[config.mk]
export PLATFORM = sky130hd
export DESIGN_NAME = spio_port
export DESIGN_NICKNAME = d
export VERILOG_FILES = /design/src/logic/spio_pkg.sv /design/src/logic/spio_port.sv /design/src/logic/spio_bank.sv
export SDC_FILE = /design/constraint.sdc
export NUM_CORES = 1
export LEC_CHECK = 0
export ABC_AREA = 1
export BUFFER_PORTS_ARGS = -buffer_cell sky130_fd_sc_hd__buf_2
export CAP_MARGIN = 20
export CORE_AREA = 4 4 146 148
export CTS_CLUSTER_SIZE = 16
export DETAILED_ROUTE_END_ITERATION = 16
export DIE_AREA = 0 0 150 152
export HOLD_SLACK_MARGIN = 0.08
export PLACE_DENSITY = 0.7
export SLEW_MARGIN = 20
export SYNTH_ARGS = -nofsm -noshare
export SYNTH_HDL_FRONTEND = slang
export SYNTH_HIERARCHICAL = 1
export SYNTH_SLANG_ARGS = --single-unit
export TNS_END_PERCENT = 30
[constraint.sdc]
create_clock -name pclk -period 2.4 [get_ports pclk]
set_input_delay 0.12 -clock pclk [delete_from_list [all_inputs] [get_ports pclk]]
set_output_delay 0.12 -clock pclk [all_outputs]
set_load 0.005 [all_outputs]
[src/logic/spio_pkg.sv]
// Constants shared by the parallel port bank and its register front end.
// Assumes a 32-bit APB slave whose registers each take one aligned word.

package spio_pkg;

    // ------------------------------------------------------------
    // Register indices and byte addresses
    // ------------------------------------------------------------
    // One index is odd, so each index is a word number and the byte address is four times it.
    localparam logic [9:0]  IDX_A_DIR    = 10'h2C0;
    localparam logic [9:0]  IDX_A_PIN    = 10'h2C2;
    localparam logic [9:0]  IDX_A_LAT    = 10'h2C4;
    localparam logic [9:0]  IDX_B_DIR    = 10'h2C6;
    localparam logic [9:0]  IDX_B_PIN    = 10'h2C8;
    localparam logic [9:0]  IDX_B_LAT    = 10'h2CB;
    localparam logic [9:0]  IDX_ANALOG   = 10'h300;
    localparam int          ADDR_W       = 12;
    localparam logic [11:0] ADDR_A_DIR   = {IDX_A_DIR, 2'h0};
    localparam logic [11:0] ADDR_A_PIN   = {IDX_A_PIN, 2'h0};
    localparam logic [11:0] ADDR_A_LAT   = {IDX_A_LAT, 2'h0};
    localparam logic [11:0] ADDR_B_DIR   = {IDX_B_DIR, 2'h0};
    localparam logic [11:0] ADDR_B_PIN   = {IDX_B_PIN, 2'h0};
    localparam logic [11:0] ADDR_B_LAT   = {IDX_B_LAT, 2'h0};
    localparam logic [11:0] ADDR_ANALOG  = {IDX_ANALOG, 2'h0};

    // ------------------------------------------------------------
    // Implemented bits, reset values, sharing masks
    // ------------------------------------------------------------
    localparam int          PORT_W       = 16;
    localparam logic [15:0] A_IMPL_MASK  = 16'hF6C0;
    localparam logic [15:0] A_DIR_RESET  = 16'hF6C0;
    localparam logic [15:0] A_LAT_RESET  = 16'h0000;
    localparam logic [15:0] A_PERIPH_OUT = 16'h0000;
    localparam logic [15:0] B_IMPL_MASK  = 16'hFFFF;
    localparam logic [15:0] B_DIR_RESET  = 16'hFFFF;
    localparam logic [15:0] B_LAT_RESET  = 16'h0000;
    localparam logic [15:0] B_PERIPH_OUT = 16'hFFFF;
    localparam logic [15:0] ANALOG_RESET = 16'h0000;

endpackage

[src/logic/spio_port.sv]
// Two-bank shared parallel I/O port with an APB register front end.
// Assumes a 40 MHz pclk, an APB3 master, and asynchronous pad inputs.
//
// Notes on behaviour
// - Driving peripheral takes pad; pins stay readable.
// - Idle enabled peripheral leaves pad to port.
// - Direction one is input; zero drives latch.
// - Reset sets every implemented direction bit.
// - Latch register reads and writes the latch.
// - Pin register reads pins, writes latch.
// - Absent bits disabled and read zero.
// - Analog-selected pins read low.
// - Per-pin muxes pick data and enable owner.
// - Input-only shared pins stay dedicated port.
// - Bank A direction at index 2C0, reset F6C0.
// - Bank B direction at 2C6, all ones.
// - Bank B latch at 2CB, resets zero.
// - Bank A direction governs interrupt, reference pins.
//
// The implementer's own choice: the APB register port.

`timescale 1ns/1ps
`default_nettype none

module spio_port (
    // APB clock and reset.
    input  wire logic                        pclk,
    input  wire logic                        presetn,
    // APB slave.
    input  wire logic [spio_pkg::ADDR_W-1:0] paddr,
    input  wire logic                        psel,
    input  wire logic                        penable,
    input  wire logic                        pwrite,
    input  wire logic [31:0]                 pwdata,
    output logic      [31:0]                 prdata,
    output logic                             pready,
    output logic                             pslverr,
    // Bank A peripherals and pads.
    input  wire logic [15:0]                 periph_a_drive,
    input  wire logic [15:0]                 periph_a_data,
    input  wire logic [15:0]                 pad_a_in,
    output logic      [15:0]                 pad_a_out,
    output logic      [15:0]                 pad_a_oe_n,
    // Bank B peripherals and pads.
    input  wire logic [15:0]                 periph_b_drive,
    input  wire logic [15:0]                 periph_b_data,
    input  wire logic [15:0]                 pad_b_in,
    output logic      [15:0]                 pad_b_out,
    output logic      [15:0]                 pad_b_oe_n,
    // Analog selection seen by the converter.
    output logic      [15:0]                 analog_pin_config
);

    import spio_pkg::*;

    // ------------------------------------------------------------
    // Address decode
    // ------------------------------------------------------------
    typedef enum logic [2:0] {
        SPIO_SEL_NONE   = 3'h0,
        SPIO_SEL_A_DIR  = 3'h1,
        SPIO_SEL_A_PIN  = 3'h2,
        SPIO_SEL_A_LAT  = 3'h3,
        SPIO_SEL_B_DIR  = 3'h4,
        SPIO_SEL_B_PIN  = 3'h5,
        SPIO_SEL_B_LAT  = 3'h6,
        SPIO_SEL_ANALOG = 3'h7
    } spio_sel_t;

    // Maps a byte address to the register it selects.
    function automatic spio_sel_t spio_decode(input logic [ADDR_W-1:0] addr);
        spio_sel_t sel;
        sel = SPIO_SEL_NONE;
        unique case (addr)
            ADDR_A_DIR:  sel = SPIO_SEL_A_DIR;
            ADDR_A_PIN:  sel = SPIO_SEL_A_PIN;
            ADDR_A_LAT:  sel = SPIO_SEL_A_LAT;
            ADDR_B_DIR:  sel = SPIO_SEL_B_DIR;
            ADDR_B_PIN:  sel = SPIO_SEL_B_PIN;
            ADDR_B_LAT:  sel = SPIO_SEL_B_LAT;
            ADDR_ANALOG: sel = SPIO_SEL_ANALOG;
            default:     sel = SPIO_SEL_NONE;
        endcase
        return sel;
    endfunction

    spio_sel_t   sel;
    logic        setup;
    logic        access;
    logic        wr;
    logic [15:0] a_dir;
    logic [15:0] a_lat;
    logic [15:0] a_pin;
    logic [15:0] b_dir;
    logic [15:0] b_lat;
    logic [15:0] b_pin;
    logic [15:0] analog_reg;
    logic [31:0] rdata_reg;
    logic [31:0] rdata_next;

    assign sel    = spio_decode(paddr);
    assign setup  = psel & ~penable;
    assign access = psel & penable;
    assign wr     = access & pwrite;

    // Every access completes in its first access cycle, so pready is tied high.
    assign pready  = 1'b1;
    assign pslverr = access & (sel == SPIO_SEL_NONE);
    assign prdata  = rdata_reg;
    assign analog_pin_config = analog_reg;

    // ------------------------------------------------------------
    // Analog selection register
    // ------------------------------------------------------------
    // Only bank B carries converter inputs; software must also set direction there.
    always_ff @(posedge pclk or negedge presetn) begin
        if (!presetn) begin
            analog_reg <= ANALOG_RESET;
        end else if (wr && sel == SPIO_SEL_ANALOG) begin
            analog_reg <= pwdata[15:0];
        end
    end

    // ------------------------------------------------------------
    // Read data
    // ------------------------------------------------------------
    // Captured in the setup cycle so prdata is a flop output during access.
    // The pin value is therefore the sample present one cycle before pready.
    always_comb begin
        rdata_next = 32'h0000_0000;
        unique case (sel)
            SPIO_SEL_A_DIR:  rdata_next = {16'h0000, a_dir};
            SPIO_SEL_A_PIN:  rdata_next = {16'h0000, a_pin};
            SPIO_SEL_A_LAT:  rdata_next = {16'h0000, a_lat};
            SPIO_SEL_B_DIR:  rdata_next = {16'h0000, b_dir};
            SPIO_SEL_B_PIN:  rdata_next = {16'h0000, b_pin};
            SPIO_SEL_B_LAT:  rdata_next = {16'h0000, b_lat};
            SPIO_SEL_ANALOG: rdata_next = {16'h0000, analog_reg};
            SPIO_SEL_NONE:   rdata_next = 32'h0000_0000;
        endcase
    end

    always_ff @(posedge pclk or negedge presetn) begin
        if (!presetn) begin
            rdata_reg <= 32'h0000_0000;
        end else if (setup && !pwrite) begin
            rdata_reg <= rdata_next;
        end
    end

    // ------------------------------------------------------------
    // Banks
    // ------------------------------------------------------------
    // Bank A shares pins only with input-only functions, so no output owner.
    spio_bank #(
        .WIDTH      (PORT_W),
        .IMPL_MASK  (A_IMPL_MASK),
        .DIR_RESET  (A_DIR_RESET),
        .LAT_RESET  (A_LAT_RESET),
        .PERIPH_OUT (A_PERIPH_OUT)
    ) u_bank_a (
        .pclk         (pclk),
        .presetn      (presetn),
        .wr_dir       (wr && sel == SPIO_SEL_A_DIR),
        .wr_lat       (wr && (sel == SPIO_SEL_A_LAT || sel == SPIO_SEL_A_PIN)),
        .wdata        (pwdata[15:0]),
        .analog_sel   (16'h0000),
        .periph_drive (periph_a_drive),
        .periph_data  (periph_a_data),
        .pad_in       (pad_a_in),
        .pad_out      (pad_a_out),
        .pad_oe_n     (pad_a_oe_n),
        .dir_q        (a_dir),
        .lat_q        (a_lat),
        .pin_q        (a_pin)
    );

    spio_bank #(
        .WIDTH      (PORT_W),
        .IMPL_MASK  (B_IMPL_MASK),
        .DIR_RESET  (B_DIR_RESET),
        .LAT_RESET  (B_LAT_RESET),
        .PERIPH_OUT (B_PERIPH_OUT)
    ) u_bank_b (
        .pclk         (pclk),
        .presetn      (presetn),
        .wr_dir       (wr && sel == SPIO_SEL_B_DIR),
        .wr_lat       (wr && (sel == SPIO_SEL_B_LAT || sel == SPIO_SEL_B_PIN)),
        .wdata        (pwdata[15:0]),
        .analog_sel   (analog_reg),
        .periph_drive (periph_b_drive),
        .periph_data  (periph_b_data),
        .pad_in       (pad_b_in),
        .pad_out      (pad_b_out),
        .pad_oe_n     (pad_b_oe_n),
        .dir_q        (b_dir),
        .lat_q        (b_lat),
        .pin_q        (b_pin)
    );

    // ------------------------------------------------------------
    // Checks
    // ------------------------------------------------------------
    chk_periph_owns_pad: assert property (@(posedge pclk) disable iff (!presetn)
        ((pad_b_oe_n & periph_b_drive) == 16'h0000) &&
        (((pad_b_out ^ periph_b_data) & periph_b_drive) == 16'h0000))
        else $error("Driving peripheral does not own its bank B pad.");

    chk_mux_port_owner: assert property (@(posedge pclk) disable iff (!presetn)
        (((pad_b_out ^ b_lat) & ~periph_b_drive) == 16'h0000) &&
        (((pad_b_oe_n ^ b_dir) & ~periph_b_drive) == 16'h0000))
        else $error("Idle peripheral pin not driven from port latch and direction.");

    chk_input_only_port: assert property (@(posedge pclk) disable iff (!presetn)
        ((pad_a_oe_n ^ (a_dir | ~A_IMPL_MASK)) == 16'h0000) &&
        (((pad_a_out ^ a_lat) & A_IMPL_MASK) == 16'h0000))
        else $error("Bank A pad not governed by its own direction and latch.");

    chk_reset_inputs: assert property (@(posedge pclk) disable iff (!presetn)
        $past(presetn) == 1'b0 |-> a_dir == A_DIR_RESET && b_dir == B_DIR_RESET)
        else $error("Direction registers not all inputs after reset.");

    chk_latch_write: assert property (@(posedge pclk) disable iff (!presetn)
        wr && sel == SPIO_SEL_B_LAT |=> b_lat == $past(pwdata[15:0]))
        else $error("Bank B latch write not stored.");

    chk_pin_write: assert property (@(posedge pclk) disable iff (!presetn)
        wr && sel == SPIO_SEL_A_PIN |=> a_lat == ($past(pwdata[15:0]) & A_IMPL_MASK))
        else $error("Pin register write did not reach bank A latch.");

    chk_latch_readback: assert property (@(posedge pclk) disable iff (!presetn)
        setup && !pwrite && sel == SPIO_SEL_A_LAT ##1 access |-> prdata == {16'h0000, a_lat})
        else $error("Latch read returned something other than the latch.");

    chk_absent_zero: assert property (@(posedge pclk) disable iff (!presetn)
        ((a_dir | a_lat | a_pin) & ~A_IMPL_MASK) == 16'h0000)
        else $error("Absent bank A bits do not read zero.");

    chk_analog_low: assert property (@(posedge pclk) disable iff (!presetn)
        (b_pin & analog_reg) == 16'h0000)
        else $error("Analog pin reads high through the pin register.");

    chk_pin_sample: assert property (@(posedge pclk) disable iff (!presetn)
        $past(presetn, 2) |-> b_pin == ($past(pad_b_in, 2) & ~analog_reg))
        else $error("Pin register is not the two-flop sample of the pads.");

    chk_unmapped_err: assert property (@(posedge pclk) disable iff (!presetn)
        access && sel == SPIO_SEL_NONE |-> pslverr && pready)
        else $error("Unmapped access did not answer with an error.");

    // A mapped address never flags an error, and an unmapped write changes nothing.
    chk_mapped_no_err: assert property (@(posedge pclk) disable iff (!presetn)
        access && sel != SPIO_SEL_NONE |-> !pslverr)
        else $error("Mapped access answered with an error.");

    chk_unmapped_quiet: assert property (@(posedge pclk) disable iff (!presetn)
        wr && sel == SPIO_SEL_NONE |=> $stable(a_dir) && $stable(a_lat) && $stable(b_dir) &&
        $stable(b_lat) && $stable(analog_reg))
        else $error("Unmapped write altered a register.");

    // Latches come out of reset at their reset values.
    chk_reset_latches: assert property (@(posedge pclk) disable iff (!presetn)
        $past(presetn) == 1'b0 |->
        a_lat == (A_LAT_RESET & A_IMPL_MASK) && b_lat == B_LAT_RESET)
        else $error("Latches not at their reset value after reset.");

    chk_dir_write_a: assert property (@(posedge pclk) disable iff (!presetn)
        wr && sel == SPIO_SEL_A_DIR |=> a_dir == ($past(pwdata[15:0]) & A_IMPL_MASK))
        else $error("Bank A direction write not stored under its mask.");

    chk_dir_write_b: assert property (@(posedge pclk) disable iff (!presetn)
        wr && sel == SPIO_SEL_B_DIR |=> b_dir == $past(pwdata[15:0]))
        else $error("Bank B direction write not stored.");

    chk_b_pin_write: assert property (@(posedge pclk) disable iff (!presetn)
        wr && sel == SPIO_SEL_B_PIN |=> b_lat == $past(pwdata[15:0]))
        else $error("Pin register write did not reach bank B latch.");

    chk_analog_write: assert property (@(posedge pclk) disable iff (!presetn)
        wr && sel == SPIO_SEL_ANALOG |=> analog_pin_config == $past(pwdata[15:0]))
        else $error("Analog selection write not stored.");

    // Reads return what the register held at the setup edge.
    chk_pin_readback: assert property (@(posedge pclk) disable iff (!presetn)
        setup && !pwrite && sel == SPIO_SEL_B_PIN ##1 access |->
        prdata == {16'h0000, $past(b_pin)})
        else $error("Pin read did not return the sampled pin levels.");

    chk_latch_read_b: assert property (@(posedge pclk) disable iff (!presetn)
        setup && !pwrite && sel == SPIO_SEL_B_LAT ##1 access |-> prdata == {16'h0000, b_lat})
        else $error("Bank B latch read returned something other than the latch.");

    chk_dir_readback: assert property (@(posedge pclk) disable iff (!presetn)
        setup && !pwrite && sel == SPIO_SEL_A_DIR ##1 access |-> prdata == {16'h0000, a_dir})
        else $error("Bank A direction read does not match the register.");

    chk_absent_pin_read: assert property (@(posedge pclk) disable iff (!presetn)
        access && !pwrite && sel == SPIO_SEL_A_PIN |-> (prdata[15:0] & ~A_IMPL_MASK) == 16'h0000)
        else $error("Absent bank A pin bits read nonzero.");

    // Where no peripheral drives, the direction bit alone decides.
    chk_port_drives_latch: assert property (@(posedge pclk) disable iff (!presetn)
        ((pad_b_oe_n | (pad_b_out ^ b_lat)) & ~periph_b_drive & ~b_dir) == 16'h0000)
        else $error("Output pin not driven from its latch.");

    chk_input_no_drive: assert property (@(posedge pclk) disable iff (!presetn)
        (~pad_b_oe_n & b_dir & ~periph_b_drive) == 16'h0000)
        else $error("Input pin has its driver on.");

endmodule

`default_nettype wire

[src/logic/spio_bank.sv]
// One sixteen-pin parallel port bank: direction, output latch, pin sampling, pad muxes.
// Assumes pad inputs are asynchronous and peripheral drive signals come from pclk logic.

`timescale 1ns/1ps
`default_nettype none

module spio_bank #(
    parameter int               WIDTH      = 16,
    parameter logic [WIDTH-1:0] IMPL_MASK  = '1,
    parameter logic [WIDTH-1:0] DIR_RESET  = '1,
    parameter logic [WIDTH-1:0] LAT_RESET  = '0,
    parameter logic [WIDTH-1:0] PERIPH_OUT = '0
) (
    // Clock and reset.
    input  wire logic             pclk,
    input  wire logic             presetn,
    // Register writes from the bus front end.
    input  wire logic             wr_dir,
    input  wire logic             wr_lat,
    input  wire logic [WIDTH-1:0] wdata,
    input  wire logic [WIDTH-1:0] analog_sel,
    // Peripheral side of the output muxes.
    input  wire logic [WIDTH-1:0] periph_drive,
    input  wire logic [WIDTH-1:0] periph_data,
    // Pad side.
    input  wire logic [WIDTH-1:0] pad_in,
    output logic      [WIDTH-1:0] pad_out,
    output logic      [WIDTH-1:0] pad_oe_n,
    // Register views.
    output logic      [WIDTH-1:0] dir_q,
    output logic      [WIDTH-1:0] lat_q,
    output logic      [WIDTH-1:0] pin_q
);

    // ------------------------------------------------------------
    // Elaboration check
    // ------------------------------------------------------------
    if (WIDTH < 1 || WIDTH > 32) begin : g_bad_width
        $error("spio_bank: WIDTH must lie between 1 and 32.");
    end

    logic [WIDTH-1:0] dir_reg;
    logic [WIDTH-1:0] lat_reg;
    logic [WIDTH-1:0] sync1_reg;
    logic [WIDTH-1:0] sync2_reg;
    logic [WIDTH-1:0] own;

    // Direction bits reset to input; absent bits are held at zero.
    always_ff @(posedge pclk or negedge presetn) begin
        if (!presetn) begin
            dir_reg <= DIR_RESET & IMPL_MASK;
        end else if (wr_dir) begin
            dir_reg <= wdata & IMPL_MASK;
        end
    end

    // The latch takes writes aimed at either the latch or the pin register.
    always_ff @(posedge pclk or negedge presetn) begin
        if (!presetn) begin
            lat_reg <= LAT_RESET & IMPL_MASK;
        end else if (wr_lat) begin
            lat_reg <= wdata & IMPL_MASK;
        end
    end

    // Two-stage synchroniser so a read sees one coherent sample of all pins.
    always_ff @(posedge pclk or negedge presetn) begin
        if (!presetn) begin
            sync1_reg <= '0;
            sync2_reg <= '0;
        end else begin
            sync1_reg <= pad_in;
            sync2_reg <= sync1_reg;
        end
    end

    // Analog-selected pins read low whatever their voltage.
    assign pin_q = sync2_reg & IMPL_MASK & ~analog_sel;
    assign dir_q = dir_reg;
    assign lat_q = lat_reg;

    // A peripheral owns a pad only where it can drive and is driving now.
    // Input-only functions have no PERIPH_OUT bit, so the port keeps those pins.
    assign own = periph_drive & PERIPH_OUT & IMPL_MASK;

    // Data and enable muxes; absent bits never drive.
    always_comb begin
        for (int i = 0; i < WIDTH; i++) begin
            if (own[i]) begin
                pad_out[i]  = periph_data[i];
                pad_oe_n[i] = 1'b0;
            end else begin
                pad_out[i]  = lat_reg[i];
                pad_oe_n[i] = dir_reg[i] | ~IMPL_MASK[i];
            end
        end
    end

endmodule

`default_nettype wire

==> key figures, run 1 <==
Placed design
  • Placed insts: approximately 1300
  • I/O Buffers: about 170
  • Hpwl dp: 13.9 mm
  • GP Congestion: a little over 0.8
  • Area post-placement: just under 8000 um^2
  • Place WS: 0.510 ns

Global route
  • First-pass GRT wire length: 29.9 mm
  • Initial antenna violation count: 1
  • Via count of the first global-routing pass: 5549
  • Largest net degree at the start of global routing: approximately 70
  • Total grt overflow: 0
  • Total global routing track utilization: 16.9%

Synth
  • Syn avg cell area: a little under 8 um^2
  • Seq/Total Area, Yosys: a little under half
  • Count of cell types in the netlist: 27
  • Mapped Area: ~6900 um^2
  • FF+latch count, synth: roughly 130
  • YS warnings: 6
  • Mapped Cells: between 900 and 1000

Status
  • Status: complete, no violations

Drt
  • Final wirelength: around 19 mm
  • WL/cell: ~14 um
  • Drc violations: 0
  • Vias per cell: about 4.3
  • Vias post-DR: between 5000 and 6000
  • Drt first pass iters: 5
  • Post-DRT Antenna Nets: 0
  • Initial DRC count: 422

Setup path
  • CP Data Arrival Time: between 1 and 1.5 ns
  • Crit-path max FO: 16
  • Worst EP required: approximately 2.3 ns
  • Critical path class: input pin to output pin
  • Critical path capture point type: output pin
  • Reg-to-reg setup timing slack: 1.23 ns
  • Critical R2R Launch: u_bank_b/sync2_reg[4]$_DFF_PN0_
  • R2r worst-path depth: 8
  • Type of origin of the critical path: input pin
  • RR Endpoint: prdata[4]$_DFFE_PN0P_

Clock network
  • Num CTS Buffers: 17
  • H-tree depth: 4
  • Worst-case clock buffer depth: 2
  • Skew-Pair Late Insertion Delay: ~0.42 ns
  • Clock Sinks: between 100 and 150
  • Worst-path clk slew: 0.05 ns
  • CTS tree: done
  • Root Driver: clkbuf_16

Power and ir drop
  • Logic gate share of total power: under 10%
  • Int Power: approximately 3900 uW
  • Switching Fraction: approximately a quarter
  • Total design power: 5070 uW
  • P_sw: approximately 1200 uW
  • Lkg Pwr: just under 0.005 uW
  • Sequential power share: a little over two fifths
  • Peak VDD IR: approximately 0.37 mV
  • Clock power share: 49.7%
  • PD cells: 585 nW/um^2

Worst hold path
  • Hold WC Path Type: input pin to async pin

Floorplanning
  • # rows: 52
  • Core Box Area: about 20000 um^2
  • Die width: roughly 150 um
  • Die Y: ~150 um
  • Total Die Area: around 23000 um^2
  • Starting Density: 34.6%
  • Boundary Pins: roughly 260

Final layout
  • Layout cell share with drive strength beyond 1: about 27%
  • Number of diodes: 0
  • Post-Layout Cell Count: around 1400
  • Layout area overhead: 25.0%
  • Commonest non-fill, non-tap cell in the layout: nand2_1
  • Final #Nets: ~1200
  • Post-route cell area: around 8700 um^2
  • Commonest cells after routing, fill and taps aside: 261 x nand2_1, 168 x buf_2, 127 x nor2_1

Timing
  • Max-slew violation count: 0
  • Fmax: about 660 MHz
  • Final WS setup: 0.892 ns
  • Slew @ Worst Pin: about 0.8 ns
  • Clk_skew: roughly 0.0086 ns
  • Final setup vio count: 0
  • Relative slew slack: between 40% and 50%
  • Minimum clock period: 1.51 ns
  • Period utilization: approximately 63%
  • RSZ-0062 raised after global routing: no
  • Setup tns final: 0 ns
  • Final hold viol count: 0

Job
  • Max Cap Viol: 0
worst max-delay path by stage:
stage	start	to	slack (ns)
2_1_floorplan	paddr[10]	u_bank_a/lat_q[10]$_DFFE_PN0P_	1.00
3_3_place_gp	paddr[10]	u_bank_b/dir_q[10]$_DFFE_PN1P_	0.53
3_5_place_dp	paddr[10]	u_bank_b/lat_q[2]$_DFFE_PN0P_	0.51
4_1_cts	paddr[10]	pslverr	0.87
5_1_grt	paddr[10]	pslverr	0.76
6_report	paddr[10]	pslverr	0.89
cell usage after synthesis, drive strengths merged:
| cell type | n | area share [%] |
|---|---|---|
| nand2 | 307 | 18 |
| nor2 | 138 | 8.5 |
| inv | 109 | 6.1 |
| dfrtp | 104 | 38 |
| buf | 98 | 11 |
| nand3 | 75 | 5.6 |
| dfstp | 24 | 9.1 |
| nand4 | 19 | 1.7 |
| a21oi | 17 | 1.2 |
| clkbuf | 4 | 0.22 |
| conb | 4 | 0.22 |
| nor3 | 2 | 0.22 |
| and2 | 1 | 0.090 |
cell type report:
class / count / area, um^2
multi-input cells: 624 / 2720
well taps: 270 / 338
repair buffers: 222 / 1380
clock inverters: 14 / 141
inverters: 109 / 422
fillers: 2038 / 11400
clock buffers: 18 / 429
flip-flops and latches: 128 / 3230
power by group through the flow:
stage / combinational, uW / clock [uW] / sequential (uW)
2_1_floorplan: 169 / 0 / 2250
3_3_place_gp: 278 / 0 / 2250
3_5_place_dp: 284 / 0 / 2250
4_1_cts: 337 / 2570 / 2220
5_1_grt: 381 / 2670 / 2220
6_report: 335 / 2520 / 2220
metrics by stage:
stage	util, %	hold WS [ns]
4_1_cts	43.2	0.295
6_report	43.2	0.286
2_1_floorplan	-	-0.176
3_5_place_dp	38.3	0.174
5_1_grt	43.2	0.331
3_3_place_gp	38.3	0.174
metal layers:
layer / track usage, % / part of all wire [%] / wire length (um)
met1: 22.6 / 45 / 8620
met2: 26.4 / 47 / 9080
met3: 4.02 / 6.0 / 1150
met4: 6.49 / 2.6 / 507
met5: 0 / 0.041 / 8
critical path: stages:
cell and delay [ns]:
buf_2 0.10, inv_1 0.06, nand2_2 0.08, nor2_4 0.36, nand4_1 0.26, nand2_1 0.11, inv_1 0.06, nand2_1 0.05
nor3_1 0.04, buf_2 0.14
what timing repair did:
item                                    in CTS  in global routing
endpoints found under the setup margin       0                  0
buffers inserted                             0                  0
hold endpoints to repair                   144                  0
resized for setup                            0                  0
hold buffers                                41                  0
kinds of logic (layout without fill, tap and decap cells):
logic type | Yosys count | count (layout) | share of synthesized area (%)
other | 4 | 65 | 0.217
and+or+nand+nor | 542 | 542 | 34.5
buffers and inverters | 211 | 363 | 17.5
AOI/OAI and AO/OA | 17 | 17 | 1.23
DFF | 128 | 128 | 46.6
No activity file was read; power rests on OpenSTA's default activity.
==> inputs of run 2 (changes only) <==
- clock period: 2.4 -> 1.4 ns (I/O delays scaled with it)
==> key figures, run 2 (synthesis results as in run 1) <==
Setup path
  • Type of origin of the critical path: register
  • Critical path class: register to output pin
  • Critical path capture point type: output pin
  • Worst Setup SP: u_bank_b/dir_q[6]$_DFFE_PN1P_
  • Crit-path max FO: 3 (-13)
  • CP Data Arrival Time: 1.25 ns (-0.14 ns)
  • Critical R2R Launch: u_bank_b/lat_q[6]$_DFFE_PN0P_
  • Worst EP required: 1.33 ns (-0.95 ns)

Global route
  • First-pass GRT wire length: 31.3 mm (+4.6%)
  • Total grt overflow: 0 (unchanged)
  • Via count of the first global-routing pass: 5897 (+6.3%)
  • Largest net degree at the start of global routing: 38 (-44%)
  • Total global routing track utilization: 17.5% (+0.67 points)
  • Initial antenna violation count: 3 (+2)

Job
  • Max Cap Viol: 0 (unchanged)

Placed design
  • GP Congestion: 0.833 (+1.5%)
  • Hpwl dp: 14.9 mm (+7.2%)
  • I/O Buffers: 169 (unchanged)
  • Area post-placement: 8000 um^2 (+4.1%)
  • Placed insts: 1336 (+1.8%)

Drt
  • Final wirelength: 19.8 mm (+2.2%)
  • Initial DRC count: 365 (-14%)
  • WL/cell: 14.0 um (+0.19%)
  • Vias post-DR: 6096 (+2.8%)
  • Drc violations: 0 (unchanged)
  • Post-DRT Antenna Nets: 0 (unchanged)
  • Vias per cell: 4.31 (+0.73%)
  • Drt first pass iters: 5 (unchanged)

Floorplanning
  • Die width: 150 um (unchanged)
  • Total Die Area: 22800 um^2 (unchanged)
  • Core Box Area: 20000 um^2 (unchanged)
  • Starting Density: 34.6% (unchanged)
  • Die Y: 152 um (unchanged)
  • # rows: 52 (unchanged)
  • Boundary Pins: 259 (unchanged)

Timing
  • Fmax: 757 MHz
  • Final setup vio count: 0 (unchanged)
  • Final hold viol count: 0 (unchanged)
  • Minimum clock period: between 1 and 1.5 ns
  • Relative slew slack: 62.3% (+16 points)
  • Period utilization: a little over nine tenths
  • Clk_skew: 0.00587 ns (-0.00275 ns)
  • Hold slack final: 0.120 ns (-0.167 ns)
  • Slew @ Worst Pin: 0.565 ns (-0.244 ns)
  • Setup tns final: 0 ns (unchanged)
  • RSZ-0062 raised after global routing: yes
  • Max-slew violation count: 0 (unchanged)

Clock network
  • Skew-Pair Late Insertion Delay: 0.42 ns (about the same)
  • Root Driver: clkbuf_16
  • Worst-case clock buffer depth: 2 (unchanged)
  • Clock Sinks: 128 (unchanged)
  • H-tree depth: 4 (unchanged)
  • Num CTS Buffers: 17 (unchanged)
  • Worst-path clk slew: 0.06 ns (about the same)
  • CTS tree: done

Power and ir drop
  • PD cells: 983 nW/um^2 (+68%)
  • Lkg Pwr: 0.00506 uW (+3.6%)
  • Peak VDD IR: 0.716 mV (+95%)
  • Total design power: 8880 uW (+75%)

Final layout
  • Layout area overhead: 30.2%
  • Final #Nets: 1273 (+2.1%)
  • Post-Layout Cell Count: 1413 (+2.0%)
  • Commonest non-fill, non-tap cell in the layout: nand2_1
  • Post-route cell area: 9030 um^2 (+4.2%)
  • Commonest cells after routing, fill and taps aside: 261 x nand2_1, 168 x buf_2, 127 x nor2_1
  • Layout cell share with drive strength beyond 1: 28.7% (+1.8 points)

Worst hold path
  • Hold WC Path Type: input pin to async pin

Status
  • Status: complete, no violations
==> run 2: cell count changes in the layout (fill, tap and decap cells not counted), sizes merged <==
cell,delta
diode,+2
clkinvlp,+1
clkinv,-4
buf,+26
inv,+3
==> run 2: critical path: stages (launching register included) <==
cell	delay, ns
dfstp_2	0.58
inv_1	0.06
nor2_1	0.08
buf_2	0.11
==> run 2: timing repair <==
action,in CTS,in global routing
hold buffers,41,0
endpoints found under the setup margin,0,2
endpoints found under the hold margin,203,0
gates resized for setup,0,0
setup buffers,0,2
==> run 2: power breakdown <==
part	switching, uW	total (uW)	internal [uW]	leakage, uW
Clock	1770	4460	2690	0.000288
Combinational	348	616	268	0.00327
Sequential	22.2	3800	3780	0.00151
Total	2140	8880	6740	0.00506
==> run 2: cell type report <==
cell class | count | area [um^2]
sequential | 128 | 3230
multi-input combinational | 624 | 2720
antenna | 2 | 5.00
inverter | 109 | 422
timing repair buffer | 248 | 1710
clock inverter | 14 | 155
clock buffer | 18 | 439
tap | 270 | 338
fill | 2014 | 11000
==> run 2: per-layer routing <==
| layer | routed length [um] | track usage, % |
|---|---|---|
| met4 | 571 | 6.62 |
| met1 | 8510 | 23.0 |
| met3 | 1290 | 4.20 |
| met5 | 13 | 0 |
| met2 | 9410 | 28.1 |
==> run 2: path summary, 6_finish.rpt <==
check	end	slack, ns	cells past startpoint
max	pad_b_oe_n[6]	0.08	3
min	u_bank_b/sync1_reg[2]$_DFF_PN0_	0.12	2
max reg2reg	prdata[6]$_DFFE_PN0P_	0.22	6
min reg2reg	u_bank_b/sync2_reg[10]$_DFF_PN0_	0.34	0
max in group asynchronous	u_bank_b/dir_q[11]$_DFFE_PN1P_	0.70	3
min in group pclk	prdata[9]$_DFFE_PN0P_	0.17	5
==> run 2: through the flow <==
step	setup slack, ns	utilization (%)
4_1_cts	0.0559	44.9
2_1_floorplan	0.0535	-
3_5_place_dp	-0.0943	39.9
3_3_place_gp	-0.0891	39.9
5_1_grt	-0.0221	45.0
6_report	0.0786	45.0
